[config.mk]
export PLATFORM = sky130hd
export DESIGN_NAME = wtc_timeout_guard
export DESIGN_NICKNAME = d
export VERILOG_FILES = /design/src/inc/wtc_pkg.sv /design/src/inc/wtc_count_if.sv /design/src/wtc_counter.sv /design/src/wtc_timeout_guard.sv
export SDC_FILE = /design/constraint.sdc
export NUM_CORES = 1
export LEC_CHECK = 0
export BUFFER_PORTS_ARGS = -buffer_cell sky130_fd_sc_hd__buf_2
export CAP_MARGIN = 20
export CORE_MARGIN = 1
export CORE_UTILIZATION = 60
export DETAILED_ROUTE_END_ITERATION = 12
export PLACE_DENSITY = 0.86
export SLEW_MARGIN = 25
export SYNTH_ARGS = -nofsm -noshare
export SYNTH_HDL_FRONTEND = slang
export SYNTH_SLANG_ARGS = --single-unit
[constraint.sdc]
create_clock -name pclk -period 9.95 [get_ports pclk]
set_input_delay 1.99 -clock pclk [delete_from_list [all_inputs] [get_ports pclk]]
set_output_delay 1.99 -clock pclk [all_outputs]
set_load 0.02 [all_outputs]
[src/inc/wtc_pkg.sv]
/*
 * Shared constants for the timeout guard: register map, field positions,
 * reset values, timing counts, the mode encoding and the period lookup.
 * Assumes a single 250 MHz system clock and a 32-bit APB register port.
 */
package wtc_pkg;

   ////////////////////////////////////////////////////////////////////////////
   // Register map, byte addresses on a 12-bit APB address.
   localparam logic [11:0] ADDR_CONTROL_STATUS = 12'h000;
   localparam logic [11:0] ADDR_RESET_CAUSE    = 12'h004;
   localparam int          ADDR_W              = 12;

   // Control/status field positions.
   localparam int BIT_IRQ_FLAG     = 7;
   localparam int BIT_IRQ_ENABLE   = 6;
   localparam int BIT_PERIOD_MSB   = 5;
   localparam int BIT_UNLOCK       = 4;
   localparam int BIT_RESET_ENABLE = 3;
   localparam int BIT_PERIOD_2     = 2;
   localparam int BIT_PERIOD_0     = 0;

   // Reset-cause register field position.
   localparam int BIT_CAUSE_FLAG   = 3;

   // Reset values.
   localparam logic [3:0] PERIOD_RESET     = 4'h0;
   localparam logic       FUSE_RESET_VALUE = 1'b1;  // Unprogrammed until sampled.

   ////////////////////////////////////////////////////////////////////////////
   // Timing.
   localparam longint PCLK_HZ        = 250_000_000;
   localparam longint OSC_HZ         = 128_000;
   // Pclk cycles per oscillator cycle, rounded down.
   localparam int     OSC_DIV_CYCLES = int'(PCLK_HZ / OSC_HZ);
   // Cycles the change-unlock bit stays set after it is written.
   localparam logic [2:0] UNLOCK_CYCLES = 3'h4;
   // Shortest period is two to this power oscillator cycles.
   localparam int     PERIOD_BASE_LOG2 = 11;
   // Last defined period code; higher codes are reserved.
   localparam logic [3:0] PERIOD_SEL_LAST = 4'h9;
   localparam int     COUNT_W = 22;

   ////////////////////////////////////////////////////////////////////////////
   // Operating mode, one-hot.
   typedef enum logic [3:0] {
      MODE_STOPPED   = 4'b0001,
      MODE_IRQ       = 4'b0010,
      MODE_RESET     = 4'b0100,
      MODE_IRQ_RESET = 4'b1000
   } wtc_mode_type;

   // Oscillator cycles of one period; reserved codes use the longest period.
   function automatic logic [COUNT_W-1:0] wtc_period_limit(input logic [3:0] sel,
                                                          input int base_log2);
      logic [3:0] eff;
      eff = (sel > PERIOD_SEL_LAST) ? PERIOD_SEL_LAST : sel;
      return COUNT_W'(64'h1 << (base_log2 + int'(eff)));
   endfunction

endpackage

[src/inc/wtc_count_if.sv]
/*
 * Carrier between the register/control logic and the period counter.
 * Assumes both ends run on pclk.
 */
`timescale 1ns/1ps
interface wtc_count_if;
   logic       restart;        // Restart the count from zero.
   logic       run;            // Count while high.
   logic [3:0] period_select;  // Period code.
   logic       timeout;        // One-cycle pulse at expiry.

   modport ctrl    (output restart, output run, output period_select, input timeout);
   modport counter (input restart, input run, input period_select, output timeout);
endinterface

[src/wtc_counter.sv]
/*
 * Period counter of the timeout guard: an oscillator-rate enable derived
 * from pclk and a count of oscillator ticks compared against the period.
 * Assumes the control side drives run, restart and period on pclk.
 */
`timescale 1ns/1ps
module wtc_counter
   import wtc_pkg::*;
#(
   parameter int OSC_DIV   = wtc_pkg::OSC_DIV_CYCLES,
   parameter int BASE_LOG2 = wtc_pkg::PERIOD_BASE_LOG2
)
(
   // Clock and reset
   input  wire logic         pclk,
   input  wire logic         presetn,
   // Control side
   wtc_count_if.counter      cnt
);

   logic [15:0]        div;
   logic               osc_tick;
   logic [COUNT_W-1:0] count;
   logic [COUNT_W-1:0] limit;
   logic               expire;

   ////////////////////////////////////////////////////////////////////////////
   // The oscillator is modelled as an enable on pclk, so the expiry event
   // and the restart meet in one domain and need no crossing.
   // single domain events
   assign osc_tick = (div == 16'(OSC_DIV - 1));
   assign limit    = wtc_period_limit(cnt.period_select, BASE_LOG2);
   // Compare with >= so a switch to a shorter period expires on the next oscillator tick.
   assign expire   = cnt.run && osc_tick && (count >= limit - COUNT_W'(1));

   // Oscillator divider, free running.
   always_ff @(posedge pclk or negedge presetn)
   begin
      if (!presetn)
         div <= 16'h0000;
      else if (osc_tick)
         div <= 16'h0000;
      else
         div <= div + 16'h0001;
   end

   always_ff @(posedge pclk or negedge presetn)
   begin
      if (!presetn)
         count <= '0;
      else if (cnt.restart || !cnt.run || expire)
         count <= '0;
      else if (osc_tick)
         count <= count + COUNT_W'(1);
   end

   // A restart in the expiry cycle wins, so no late timeout slips out.
   always_ff @(posedge pclk or negedge presetn)
   begin
      if (!presetn)
         cnt.timeout <= 1'b0;
      else
         cnt.timeout <= expire && !cnt.restart;
   end

endmodule // wtc_counter

[src/wtc_timeout_guard.sv]
/*
 * Timeout guard with interrupt, system reset and interrupt-then-reset modes,
 * a timed unlock for protected changes, an always-on fuse and a reset-cause
 * flag. Registers are reached over APB with zero wait states.
 * Assumes presetn is the power-on reset only: a guard reset is requested on
 * system_reset_pulse and the block re-initialises itself at that moment.
 * Assumes counter_restart, irq_vector_ack and cpu_global_irq_enable come from
 * CPU logic on pclk; the fuse level comes from outside and is synchronised.
 */
// The implementer's own choices: the address map and the APB interface to the registers.
// Summary of operation
// - Timeout in an interrupt mode sets the interrupt flag, bit 7.
// - Vector execution or writing one clears the interrupt flag.
// - Interrupt requested only when flag, enable and CPU global enable all set.
// - Reset and interrupt enables select stopped, interrupt, reset or combined mode.
// - Programmed fuse forces reset mode, reset enable one, interrupt enable zero.
// - Combined mode: first timeout sets flag; vector clears flag and enable.
// - Combined mode: second timeout with flag still pending gives system reset.
// - Clearing reset enable or changing period needs change-unlock set.
// - Change-unlock clears itself four clock cycles after being written.
// - Reset enable forced to one while the reset-cause flag is set.
// - Guard reset sets the cause flag; power-on or writing zero clears it.
// - Four-bit period select sits in bits 5, 2, 1, 0, bit 5 most significant.
// - Codes 0 to 9 give 2048 to 1048576 oscillator cycles, doubling.
// - Counter counts oscillator cycles; restart instruction zeroes it.
// - After a guard reset the block stays enabled in reset mode.
// - Reset leaves flag, enable, unlock and period zero; reset enable follows cause.
`timescale 1ns/1ps
module wtc_timeout_guard
   import wtc_pkg::*;
#(
   parameter int OSC_DIV   = wtc_pkg::OSC_DIV_CYCLES,
   parameter int BASE_LOG2 = wtc_pkg::PERIOD_BASE_LOG2
)
(
   // Clock and reset
   input  wire logic                     pclk,
   input  wire logic                     presetn,
   // APB slave
   input  wire logic                     psel,
   input  wire logic                     penable,
   input  wire logic                     pwrite,
   input  wire logic [wtc_pkg::ADDR_W-1:0] paddr,
   input  wire logic [31:0]              pwdata,
   output logic      [31:0]              prdata,
   output logic                          pready,
   output logic                          pslverr,
   // CPU side
   input  wire logic                     counter_restart,
   input  wire logic                     irq_vector_ack,
   input  wire logic                     cpu_global_irq_enable,
   output logic                          timeout_irq,
   output logic                          system_reset_pulse,
   // Fuse, programmed when low
   input  wire logic                     always_on_fuse_n
);

   import wtc_pkg::*;

   ////////////////////////////////////////////////////////////////////////////
   // Declarations.
   wtc_count_if cnt ();

   logic         irq_flag;
   logic         irq_enable;
   logic         unlock;
   logic [2:0]   unlock_cnt;
   logic         reset_enable;
   logic [3:0]   period_select;
   logic         cause_flag;
   logic [2:0]   fuse_sync;
   logic         fuse_n;

   logic         next_irq_flag;
   logic         next_irq_enable;
   logic         next_unlock;
   logic [2:0]   next_unlock_cnt;
   logic         next_reset_enable;
   logic [3:0]   next_period_select;
   logic         next_cause_flag;

   logic         set_irq_flag;
   logic         guard_reset;
   wtc_mode_type mode;

   ////////////////////////////////////////////////////////////////////////////
   // APB decode. The slave answers in the access phase with no wait states.
   wire          access      = psel && penable;
   wire          sel_csr     = (paddr == ADDR_CONTROL_STATUS);
   wire          sel_cause   = (paddr == ADDR_RESET_CAUSE);
   wire          hit         = sel_csr || sel_cause;
   wire          wr_csr      = access && pwrite && sel_csr;
   wire          wr_cause    = access && pwrite && sel_cause;

   // Field views of the write data.
   wire          wd_irq_flag = pwdata[BIT_IRQ_FLAG];
   wire          wd_irq_en   = pwdata[BIT_IRQ_ENABLE];
   wire          wd_unlock   = pwdata[BIT_UNLOCK];
   wire          wd_reset_en = pwdata[BIT_RESET_ENABLE];
   wire [3:0]    wd_period   = {pwdata[BIT_PERIOD_MSB], pwdata[BIT_PERIOD_2:BIT_PERIOD_0]};
   wire          wd_cause    = pwdata[BIT_CAUSE_FLAG];

   assign pready  = 1'b1;
   // Unmapped addresses take the transfer but flag an error.
   assign pslverr = access && !hit;

   ////////////////////////////////////////////////////////////////////////////
   // Fuse synchroniser: the level only moves once stages two and three agree.
   always_ff @(posedge pclk or negedge presetn)
   begin
      if (!presetn)
         fuse_sync <= {3{FUSE_RESET_VALUE}};
      else
         fuse_sync <= {fuse_sync[1:0], always_on_fuse_n};
   end

   always_ff @(posedge pclk or negedge presetn)
   begin
      if (!presetn)
         fuse_n <= FUSE_RESET_VALUE;
      else if (fuse_sync[1] == fuse_sync[2])
         fuse_n <= fuse_sync[2];
   end

   ////////////////////////////////////////////////////////////////////////////
   // Effective enables as software sees and the mode decode uses them.
   wire          fuse_prog     = !fuse_n;
   wire          reset_en_eff  = reset_enable || cause_flag || fuse_prog;
   wire          irq_en_eff    = irq_enable && !fuse_prog;

   assign mode = fuse_prog                    ? MODE_RESET :
                 (reset_en_eff && irq_en_eff) ? MODE_IRQ_RESET :
                 reset_en_eff                 ? MODE_RESET :
                 irq_en_eff                   ? MODE_IRQ :
                                                MODE_STOPPED;

   ////////////////////////////////////////////////////////////////////////////
   // Timeout action per mode.
   always_comb
   begin
      set_irq_flag = 1'b0;
      guard_reset  = 1'b0;
      case (mode)
         MODE_IRQ:
            set_irq_flag = cnt.timeout;
         MODE_RESET:
            guard_reset  = cnt.timeout;
         MODE_IRQ_RESET:
         begin
            guard_reset  = cnt.timeout && irq_flag;
            set_irq_flag = cnt.timeout && !irq_flag;
         end
         default:
         begin
            set_irq_flag = 1'b0;
            guard_reset  = 1'b0;
         end
      endcase
   end

   ////////////////////////////////////////////////////////////////////////////
   // Interrupt flag and enable. A new timeout wins over a clear in the
   // same cycle; a guard reset re-initialises both.
   always_comb
   begin
      next_irq_flag = irq_flag;
      if ((wr_csr && wd_irq_flag) || irq_vector_ack)
         next_irq_flag = 1'b0;
      if (set_irq_flag)
         next_irq_flag = 1'b1;
      if (guard_reset)
         next_irq_flag = 1'b0;

      next_irq_enable = irq_enable;
      if (wr_csr)
         next_irq_enable = wd_irq_en;
      if (irq_vector_ack && (mode == MODE_IRQ_RESET))
         next_irq_enable = 1'b0;
      if (fuse_prog || guard_reset)
         next_irq_enable = 1'b0;
   end

   ////////////////////////////////////////////////////////////////////////////
   // Change-unlock window. Rewriting the bit restarts the window.
   always_comb
   begin
      next_unlock     = unlock;
      next_unlock_cnt = unlock_cnt;
      if (guard_reset)
      begin
         next_unlock     = 1'b0;
         next_unlock_cnt = 3'h0;
      end
      else if (wr_csr && wd_unlock)
      begin
         next_unlock     = 1'b1;
         next_unlock_cnt = UNLOCK_CYCLES;
      end
      else if (unlock)
      begin
         next_unlock_cnt = unlock_cnt - 3'h1;
         if (unlock_cnt == 3'h1)
            next_unlock = 1'b0;
      end
   end

   ////////////////////////////////////////////////////////////////////////////
   // Protected fields. Setting the reset enable is always allowed; clearing
   // it needs the window open, no pending cause and an unprogrammed fuse.
   always_comb
   begin
      next_reset_enable = reset_enable;
      if (wr_csr && wd_reset_en)
         next_reset_enable = 1'b1;
      else if (wr_csr && unlock && !cause_flag && !fuse_prog)
         next_reset_enable = 1'b0;
      if (guard_reset)
         next_reset_enable = 1'b1;

      next_period_select = period_select;
      if (wr_csr && unlock)
         next_period_select = wd_period;
      if (guard_reset)
         next_period_select = PERIOD_RESET;
   end

   ////////////////////////////////////////////////////////////////////////////
   // Reset-cause flag: a guard reset in the same cycle beats a clear.
   always_comb
   begin
      next_cause_flag = cause_flag;
      if (wr_cause && !wd_cause)
         next_cause_flag = 1'b0;
      if (guard_reset)
         next_cause_flag = 1'b1;
   end

   ////////////////////////////////////////////////////////////////////////////
   // State registers.
   // reset values
   always_ff @(posedge pclk or negedge presetn)
   begin
      if (!presetn)
      begin
         irq_flag      <= 1'b0;
         irq_enable    <= 1'b0;
         unlock        <= 1'b0;
         unlock_cnt    <= 3'h0;
         reset_enable  <= 1'b0;
         period_select <= PERIOD_RESET;
         cause_flag    <= 1'b0;
      end
      else
      begin
         irq_flag      <= next_irq_flag;
         irq_enable    <= next_irq_enable;
         unlock        <= next_unlock;
         unlock_cnt    <= next_unlock_cnt;
         reset_enable  <= next_reset_enable;
         period_select <= next_period_select;
         cause_flag    <= next_cause_flag;
      end
   end

   // Guard reset request, one pclk wide.
   always_ff @(posedge pclk or negedge presetn)
   begin
      if (!presetn)
         system_reset_pulse <= 1'b0;
      else
         system_reset_pulse <= guard_reset;
   end

   ////////////////////////////////////////////////////////////////////////////
   // Read data is captured in the setup phase so it comes from a flop.
   wire [7:0] csr_view   = {irq_flag, irq_en_eff, period_select[3], unlock,
                            reset_en_eff, period_select[2:0]};
   wire [7:0] cause_view = {4'h0, cause_flag, 3'h0};

   always_ff @(posedge pclk or negedge presetn)
   begin
      if (!presetn)
         prdata <= 32'h00000000;
      else if (psel && !penable)
      begin
         if (sel_csr)
            prdata <= {24'h000000, csr_view};
         else if (sel_cause)
            prdata <= {24'h000000, cause_view};
         else
            prdata <= 32'h00000000;
      end
   end

   ////////////////////////////////////////////////////////////////////////////
   // interrupt request gating
   assign timeout_irq = irq_flag && irq_en_eff && cpu_global_irq_enable;

   // Counter control. A guard reset also restarts the count.
   // restart instruction
   assign cnt.restart       = counter_restart || guard_reset;
   assign cnt.run           = (mode != MODE_STOPPED);
   assign cnt.period_select = period_select;

   wtc_counter #(
      .OSC_DIV   (OSC_DIV),
      .BASE_LOG2 (BASE_LOG2)
   ) u_counter (
      .pclk    (pclk),
      .presetn (presetn),
      .cnt     (cnt)
   );

endmodule // wtc_timeout_guard

==> results of run 1 <==
## synth_stat cells (all sizes together), types with 2 or more instances
cell,count
o21ai,28
nor4,10
nand4b,2
xor2,9
or3,3
nand2,56
a21oi,30
ha,30
a31oi,14
dfstp,4
a22oi,2
or2,2
and3,11
nand2b,6
or4,2
nand4,5
and4,2
nor3b,2
o21a,4
nor2,51
conb,2
o31ai,3
inv,19
a22o,6
nor3,17
dfrtp,60
xnor2,17
and2,2
clkbuf,15
nand3,44
buf,33
o211ai,2
a211oi,3
nor2b,4
o211a,2
a21o,4
## path summary, 6_finish.rpt
kind | start | end | slack [ns] | depth (start not counted)
worst max-delay path | paddr[5] | pslverr | 4.91 | 5
worst min-delay path | fuse_sync[0] | fuse_sync[1] | 0.35 | 0
worst max register to register | cnt.period_select[1] | u_counter.count[10] | 5.56 | 17
worst min register to register | fuse_sync[0] | fuse_sync[1] | 0.35 | 0
max in group asynchronous | presetn | u_counter.count[19] | 7.61 | 2
min in group asynchronous | presetn | unlock_cnt[1] | 1.79 | 2
## worst max-delay path: cells and delay by family
kind	cells	cell delay, ns
buffers and inverters	2	0.24
AND/OR/NAND/NOR	3	0.82
## cells by family (layout without fill, tap and decap cells)
group                    count (synthesis)  count (layout)  synth area share [%]
AND/OR/NAND/NOR                        223             223                  25.5
AO/OA/AOI/OAI                          104             104                  15.5
buffers and inverters                   68              78                  8.64
flip-flops                              64              64                  36.1
adder cells (fa/ha/maj)                 31              31                  8.67
XOR/XNOR                                26              26                  5.12
other                                    2              31                 0.169
multiplexers                             1               1                 0.225
## power groups by stage
stage	combinational (mW)	clock [mW]	sequential [mW]
after floorplan	0.0751	0	0.279
after global placement	0.0741	0	0.283
after detailed placement	0.0786	0	0.284
after CTS	0.0793	0.232	0.279
after global routing	0.0905	0.241	0.280
final	0.0803	0.227	0.279
## state kept, by name (all words and copies together), names as in the netlist, 3 cells and up
| register | count |
|---|---|
| prdata | 8 |
| u_counter.count | 22 |
| unlock_cnt | 3 |
| fuse_sync | 3 |
| u_counter.div | 16 |
| cnt.period_select | 4 |
## cell type report
| cell class | count | area [um2] | share of cell area (%) |
|---|---|---|---|
| clock buffer | 11 | 141 | 2.96 |
| clock inverter | 5 | 56.3 | 1.18 |
| inverter | 20 | 75.1 | 1.57 |
| multi-input combinational | 416 | 2560 | 53.6 |
| sequential | 64 | 1610 | 33.6 |
| tap | 99 | 124 | 2.59 |
| timing repair buffer | 42 | 218 | 4.55 |
## metal layers
metal  track usage (%)  up-vias
met5                 0        -
met4              10.7        0
met3              5.66       20
met2              46.4      121
met1              33.1     1847
li1                  -     1843
## per-stage QoR
step | total power [mW] | setup slack [ns] | area, um2 | util (%) | hold WS (ns)
detailed placement | 0.362 | 4.92 | 4590 | 63.6 | 0.354
global placement | 0.357 | 4.97 | 4590 | 63.6 | 0.347
floorplan | 0.354 | 5.20 | 4550 | - | 0.345
CTS | 0.590 | 4.91 | 4780 | 66.3 | 0.360
global route | 0.612 | 4.81 | 4780 | 66.3 | 0.362
finish | 0.587 | 4.91 | 4780 | 66.3 | 0.354
==> flow_summary_export.csv, run 1 <==
group,metric,value,unit
run_status,status,"completed",
floorplan,start_util,61.6,%
place,dp.cells,641,
drt,dr.pass1.iters,5,
power_and_ir_drop,peakVddDrop,0.0805,mV
yosys,synth_seq_cells,64,
setup_path,cp_cell_sequence,"buf_2 > nor4_1 > nand3_1 > and3_1 > buf_2",
place,dp_hpwl,6850,um
sta,max_freq,0.199,GHz
yosys,async_reset_ff_share,100,%
yosys,avgSynthCellArea,8.56,um2
drt,routed_wl,9630,um
sta,min_period,5.04,ns
place,routabilityCongestion,0.848,
place,io_buffers,39,
setup_path,crit_path_end_kind,"primary output",
floorplan,fp.dieW,88.1,um
clocking,clk_path_buf_depth,2,
drt,wl_met3,464,um
yosys,syn-cell-area,4440,um2
finish,fin_nets,636,
drt,drc,0,
finish,nFillCells,597,
clocking,cts-resized-gates,0,
power_and_ir_drop,switchingPower,0.171,mW
drt,vias,3831,
drt,wl_met1,4060,um
sta,tns,0,ns
floorplan,fp-row-count,31,
finish,drive_above_1_share,14.9,%
setup_path,path_max_fanout,5,
power_and_ir_drop,seqPwrFrac,47.6,%
floorplan,die_h,88.1,um
power_and_ir_drop,p_per_area,123,nW/um2
hold_path,holdCritPathClass,"reg2reg",
clocking,cts_tree,"built",
yosys,ys_warn_count,0,
sta,worst_pin_slew,0.799,ns
drt,initialDrtViolationCount,228,
grt,grt_pass1_vias,3647,
sta,finalCritPeriodShare,50.6,%
setup_path,crit_top_cell,"buf_2",
grt,grt_pass1_wl,16300,um
setup_path,crit_slowest_cell,"nor4_1",
setup_path,arrival,3.05,ns
sta,setup_viol,0,
grt,grt-ovfl-total,0,
drt,ant_nets,0,
drt,drt-wirelength-per-cell,14.7,um
drt,highest_layer,"met4",
drt,routed_via_density,5.83,
grt,grt_max_degree,65,
clocking,htree_levels,3,
yosys,synth_area_leader_cell,"dfrtp_1",
sta,finClkSkew,0.0141,ns
sta,max-slew-margin-rel,46.7,%
setup_path,criticalPathCategory,"in2out",
yosys,synth.top_cells.by_area,"dfrtp_1 34%, ha_1 8.4%, nand3_1 4.7%",
power_and_ir_drop,p_leak,2.19,nW
clocking,postCtsSetupBuffers,0,
power_and_ir_drop,switching_share,29.1,%
sta,hold_viol,0,
clocking,cts.sinks,64,
floorplan,core_area,7210,um2
clocking,cts-root-buf,"clkbuf_8",
yosys,synth_cells,519,
yosys,ys.flop_type,"dfrtp_1",
finish,syn_to_final_growth,7.63,%
sta,report.final.slew_viol_count,0,
drt,wl_met2,4950,um
yosys,synth_top_area_share,33.8,%
sta,grt_setup_unrepaired,"false",
setup_path,slowest_delay,0.28,ns
yosys,synth_edf_count,0,
grt,gr-usage-all-layers,27.0,%
floorplan,fp.dieArea,7760,um2
clocking,numCtsBuffers,9,
clocking,clk_latency,0.36,ns
floorplan,io_pins,89,
finish,finalNonFillerCells,657,
setup_path,critPathRequiredTime,7.96,ns
job,maxCapViolations,0,
clocking,clkTransAtPathRegs,0.08,ns
yosys,synth_seq_area_share,36.1,%
clocking,cts_hold_buf,0,
setup_path,cp-start-kind,"input pin",
power_and_ir_drop,power_frac_comb,13.7,%
finish,mostFrequentLayoutCell,"dfrtp_1",
yosys,synth.distinct_cells,63,
finish,diodes,0,
power_and_ir_drop,p_clk_share,38.7,%
power_and_ir_drop,power.internal,0.416,mW
finish,layout_common_cells,"60 x dfrtp_1, 51 x nand2_1, 51 x nor2_1",
grt,antenna_found_initial,0,
Note: power is estimated with default switching activity, not from simulation.
==> run 2: changes to the inputs <==
ABC_AREA = 1   (was default)
CORE_UTILIZATION = 56   (was 60)
PLACE_DENSITY = 0.81   (was 0.86)
clock period = 5 ns   (was 9.95 ns; I/O delays follow)
==> run 2 against run 1 <==
Non-clock buffer count fell by 2. Die area increased by 12%. First-iteration DRC count increased by 14%. Synthesized area grew 4.5%. Wire length is 7.1% higher. Worst setup slack worse by 3.7 ns. Clock power increased by 130%. Largest power group unchanged. Highest routed layer unchanged.
==> flow_summary_export.csv, run 2 <==
group,metric,value,unit
run_status,status,"completed",
grt,gr-usage-all-layers,25.8,%
drt,ant_nets,0,
floorplan,core_area,7890,um2
sta,hold_viol,0,
yosys,syn-cell-area,4640,um2
clocking,cts.sinks,64,
yosys,synth.top_cells.by_area,"dfrtp_1 32%, nand2_1 12%, ha_1 8.1%",
finish,fin_area,5100,um2
finish,fin_nets,772,
finish,drive_above_1_share,13.7,%
finish,diodes,0,
sta,grt_setup_unrepaired,"false",
grt,grt_pass1_wl,17700,um
clocking,clk_latency,0.35,ns
finish,layout_common_cells,"149 x nand2_1, 90 x inv_1, 77 x nor2_1",
yosys,synth_area_leader_cell,"dfrtp_1",
grt,grt_max_degree,65,
finish,syn_to_final_growth,9.75,%
sta,max_freq,0.266,GHz
drt,initialDrtViolationCount,261,
floorplan,io_pins,89,
clocking,clkTransAtPathRegs,0.08,ns
setup_path,path_max_fanout,13,
power_and_ir_drop,power.internal,0.828,mW
grt,antenna_found_initial,0,
sta,worst_pin_slew,0.822,ns
drt,drt-wirelength-per-cell,13.0,um
drt,drc,0,
sta,max-slew-margin-rel,45.2,%
clocking,postCtsSetupBuffers,0,
setup_path,arrival,4.06,ns
clocking,cts-resized-gates,0,
drt,routed_via_density,5.32,
finish,mostFrequentLayoutCell,"nand2_1",
drt,vias,4235,
setup_path,crit_slowest_cell,"dfrtp_1",
finish,largest_reg_flops,22,
yosys,synth.distinct_cells,42,
power_and_ir_drop,power_frac_comb,6.4,%
place,place_area,4870,um2
yosys,yosysMostFrequentCell,"nand2_1",
yosys,synth_seq_cells,64,
place,dp_hpwl,7760,um
setup_path,critPathRequiredTime,5.29,ns
setup_path,criticalPathCategory,"reg2reg",
power_and_ir_drop,p_leak,2.66,nW
yosys,async_reset_ff_share,100,%
drt,routed_wl,10300,um
finish,largest_register,"u_counter.count",
drt,dr.pass1.iters,4,
yosys,ys_warn_count,0,
floorplan,fp-row-count,32,
sta,finalCritPeriodShare,75.2,%
finish,final_core_util,64.6,%
sta,report.final.slew_viol_count,0,
hold_path,holdCritPathClass,"reg2reg",
clocking,numCtsBuffers,9,
yosys,synth_seq_area_share,34.6,%
clocking,htree_levels,3,
setup_path,crit_top_cell,"nand2_1",
power_and_ir_drop,p_clk_share,46.3,%
job,maxCapViolations,0,
floorplan,die_h,93.1,um
clocking,cts-root-buf,"clkbuf_8",
power_and_ir_drop,switchingPower,0.283,mW
sta,final.setup.worst_slack,1.24,ns
power_and_ir_drop,seqPwrFrac,47.3,%
setup_path,slowest_delay,0.41,ns
grt,grt-ovfl-total,0,
setup_path,crit_buf_inv,4,
yosys,synth_top_area_share,32.3,%
grt,grt_pass1_vias,4044,
setup_path,cp-start-kind,"flop",
clocking,clk_path_buf_depth,2,
place,detailedPlace.worstSlack,1.28,ns
yosys,ys_top_cells_by_count,"149 x nand2_1, 90 x inv_1, 77 x nor2_1, 60 x dfrtp_1, 43 x nand3_1",
yosys,avgSynthCellArea,7.28,um2
place,routabilityCongestion,0.952,
setup_path,cp_cell_sequence,"inv_2 > nand2_1 > inv_2 > nor2_1 > ha_1 > inv_1 > o2111ai_1 > nand2_1 > nor3_4 > nand2_1 > nand2_1 > nand2_1 > ha_1 > nand2_1 > inv_1 > nand2_1 > nand2_1 > a21oi_1 > nand3_1 > nor2_1 > nand4_1 > nand2_1",
yosys,synth_edf_count,0,
power_and_ir_drop,p_per_area,218,nW/um2
floorplan,fp.dieArea,8660,um2
power_and_ir_drop,total_power,1.11,mW
finish,top_regs,"u_counter.count: 22 flops, u_counter.div: 16 flops, prdata: 8 flops",
sta,tns,0,ns
yosys,synth_cells,638,
sta,finClkSkew,0.00735,ns
yosys,ys.flop_type,"dfrtp_1",
power_and_ir_drop,peakVddDrop,0.135,mV
place,io_buffers,39,
setup_path,crit_family,"simple AND/OR/NAND/NOR gates",
clocking,cts_tree,"built",
setup_path,crit_path_end_kind,"flop",
power_and_ir_drop,switching_share,25.5,%
floorplan,fp.dieW,93.1,um
sta,min_period,3.76,ns
clocking,cts_hold_buf,0,
floorplan,start_util,58.9,%
sta,setup_viol,0,
run 2: cell count changes in the layout (fill, tap and decap cells not counted), sizes merged, moves of 7 or more:
| cell | previous run | this run |
|---|---|---|
| xor2 | 9 | 19 |
| xnor2 | 17 | 3 |
| nor2 | 51 | 87 |
| nand4 | 5 | 27 |
| nor4 | 10 | 2 |
| and3 | 11 | 1 |
| inv | 19 | 102 |
| nand2 | 56 | 155 |
| a21oi | 30 | 12 |
| a31oi | 14 | 0 |
| o21ai | 28 | 21 |
run 2: layer usage:
metal / GRT usage, % / up-vias / part of all wire [%]
li1: - / 2099 / -
met1: 30.4 / 1963 / 43
met2: 45.7 / 151 / 49
met3: 4.96 / 22 / 5.4
met4: 10.6 / 0 / 2.1
met5: 0 / - / 0
run 2: cell type report:
cell class	instances	area [um2]
fillers	696	2790
well taps	102	128
flip-flops and latches	64	1610
repair buffers	40	203
multi-input cells	474	2560
clock buffers	9	124
clock inverters	7	101
inverters	100	377
run 2: kinds of logic after synthesis:
| group | after synthesis | share of synthesized area [%] |
|---|---|---|
| AO/OA/AOI/OAI | 50 | 6.49 |
| XOR/XNOR | 22 | 4.15 |
| adder cells (fa/ha/maj) | 31 | 8.30 |
| buffers and inverters | 129 | 12.7 |
| AND/OR/NAND/NOR | 339 | 33.4 |
| multiplexers | 1 | 0.216 |
| flip-flops | 64 | 34.6 |
| other | 2 | 0.162 |
run 2: worst register-to-register path: cells and delay by family, from the launching register on:
family                     cells  cell delay, ns
adders and majority gates      2            0.66
and+or+nand+nor               14            1.84
DFF                            1            0.41
AOI/OAI and AO/OA              2            0.32
buffers and inverters          4            0.48
run 2: power groups by stage:
stage / Clock, mW / Combinational [mW] / Sequential [mW]
after floorplan: 0 / 0.0560 / 0.536
after global placement: 0 / 0.0685 / 0.536
after detailed placement: 0 / 0.0704 / 0.536
after CTS: 0.519 / 0.0708 / 0.526
after global routing: 0.545 / 0.0811 / 0.526
final: 0.515 / 0.0709 / 0.526
run 2: worst paths after layout:
kind,to,startpoint,cells after the start,slack [ns]
setup / recovery,u_counter.count[1],cnt.period_select[3],22,1.24
hold / removal,fuse_sync[1],fuse_sync[0],0,0.36
setup reg to reg,u_counter.count[1],cnt.period_select[3],22,1.24
hold reg to reg,fuse_sync[1],fuse_sync[0],0,0.36
max in group asynchronous,u_counter.count[20],presetn,2,3.64
min in group asynchronous,irq_enable,presetn,2,0.82
run 2: through the flow:
step / std cells / hold slack (ns)
6_report: 796 / 0.365
5_1_grt: 796 / 0.370
4_1_cts: 796 / 0.366
3_5_place_dp: 780 / 0.353
3_3_place_gp: 780 / 0.347
2_1_floorplan: 667 / 0.345
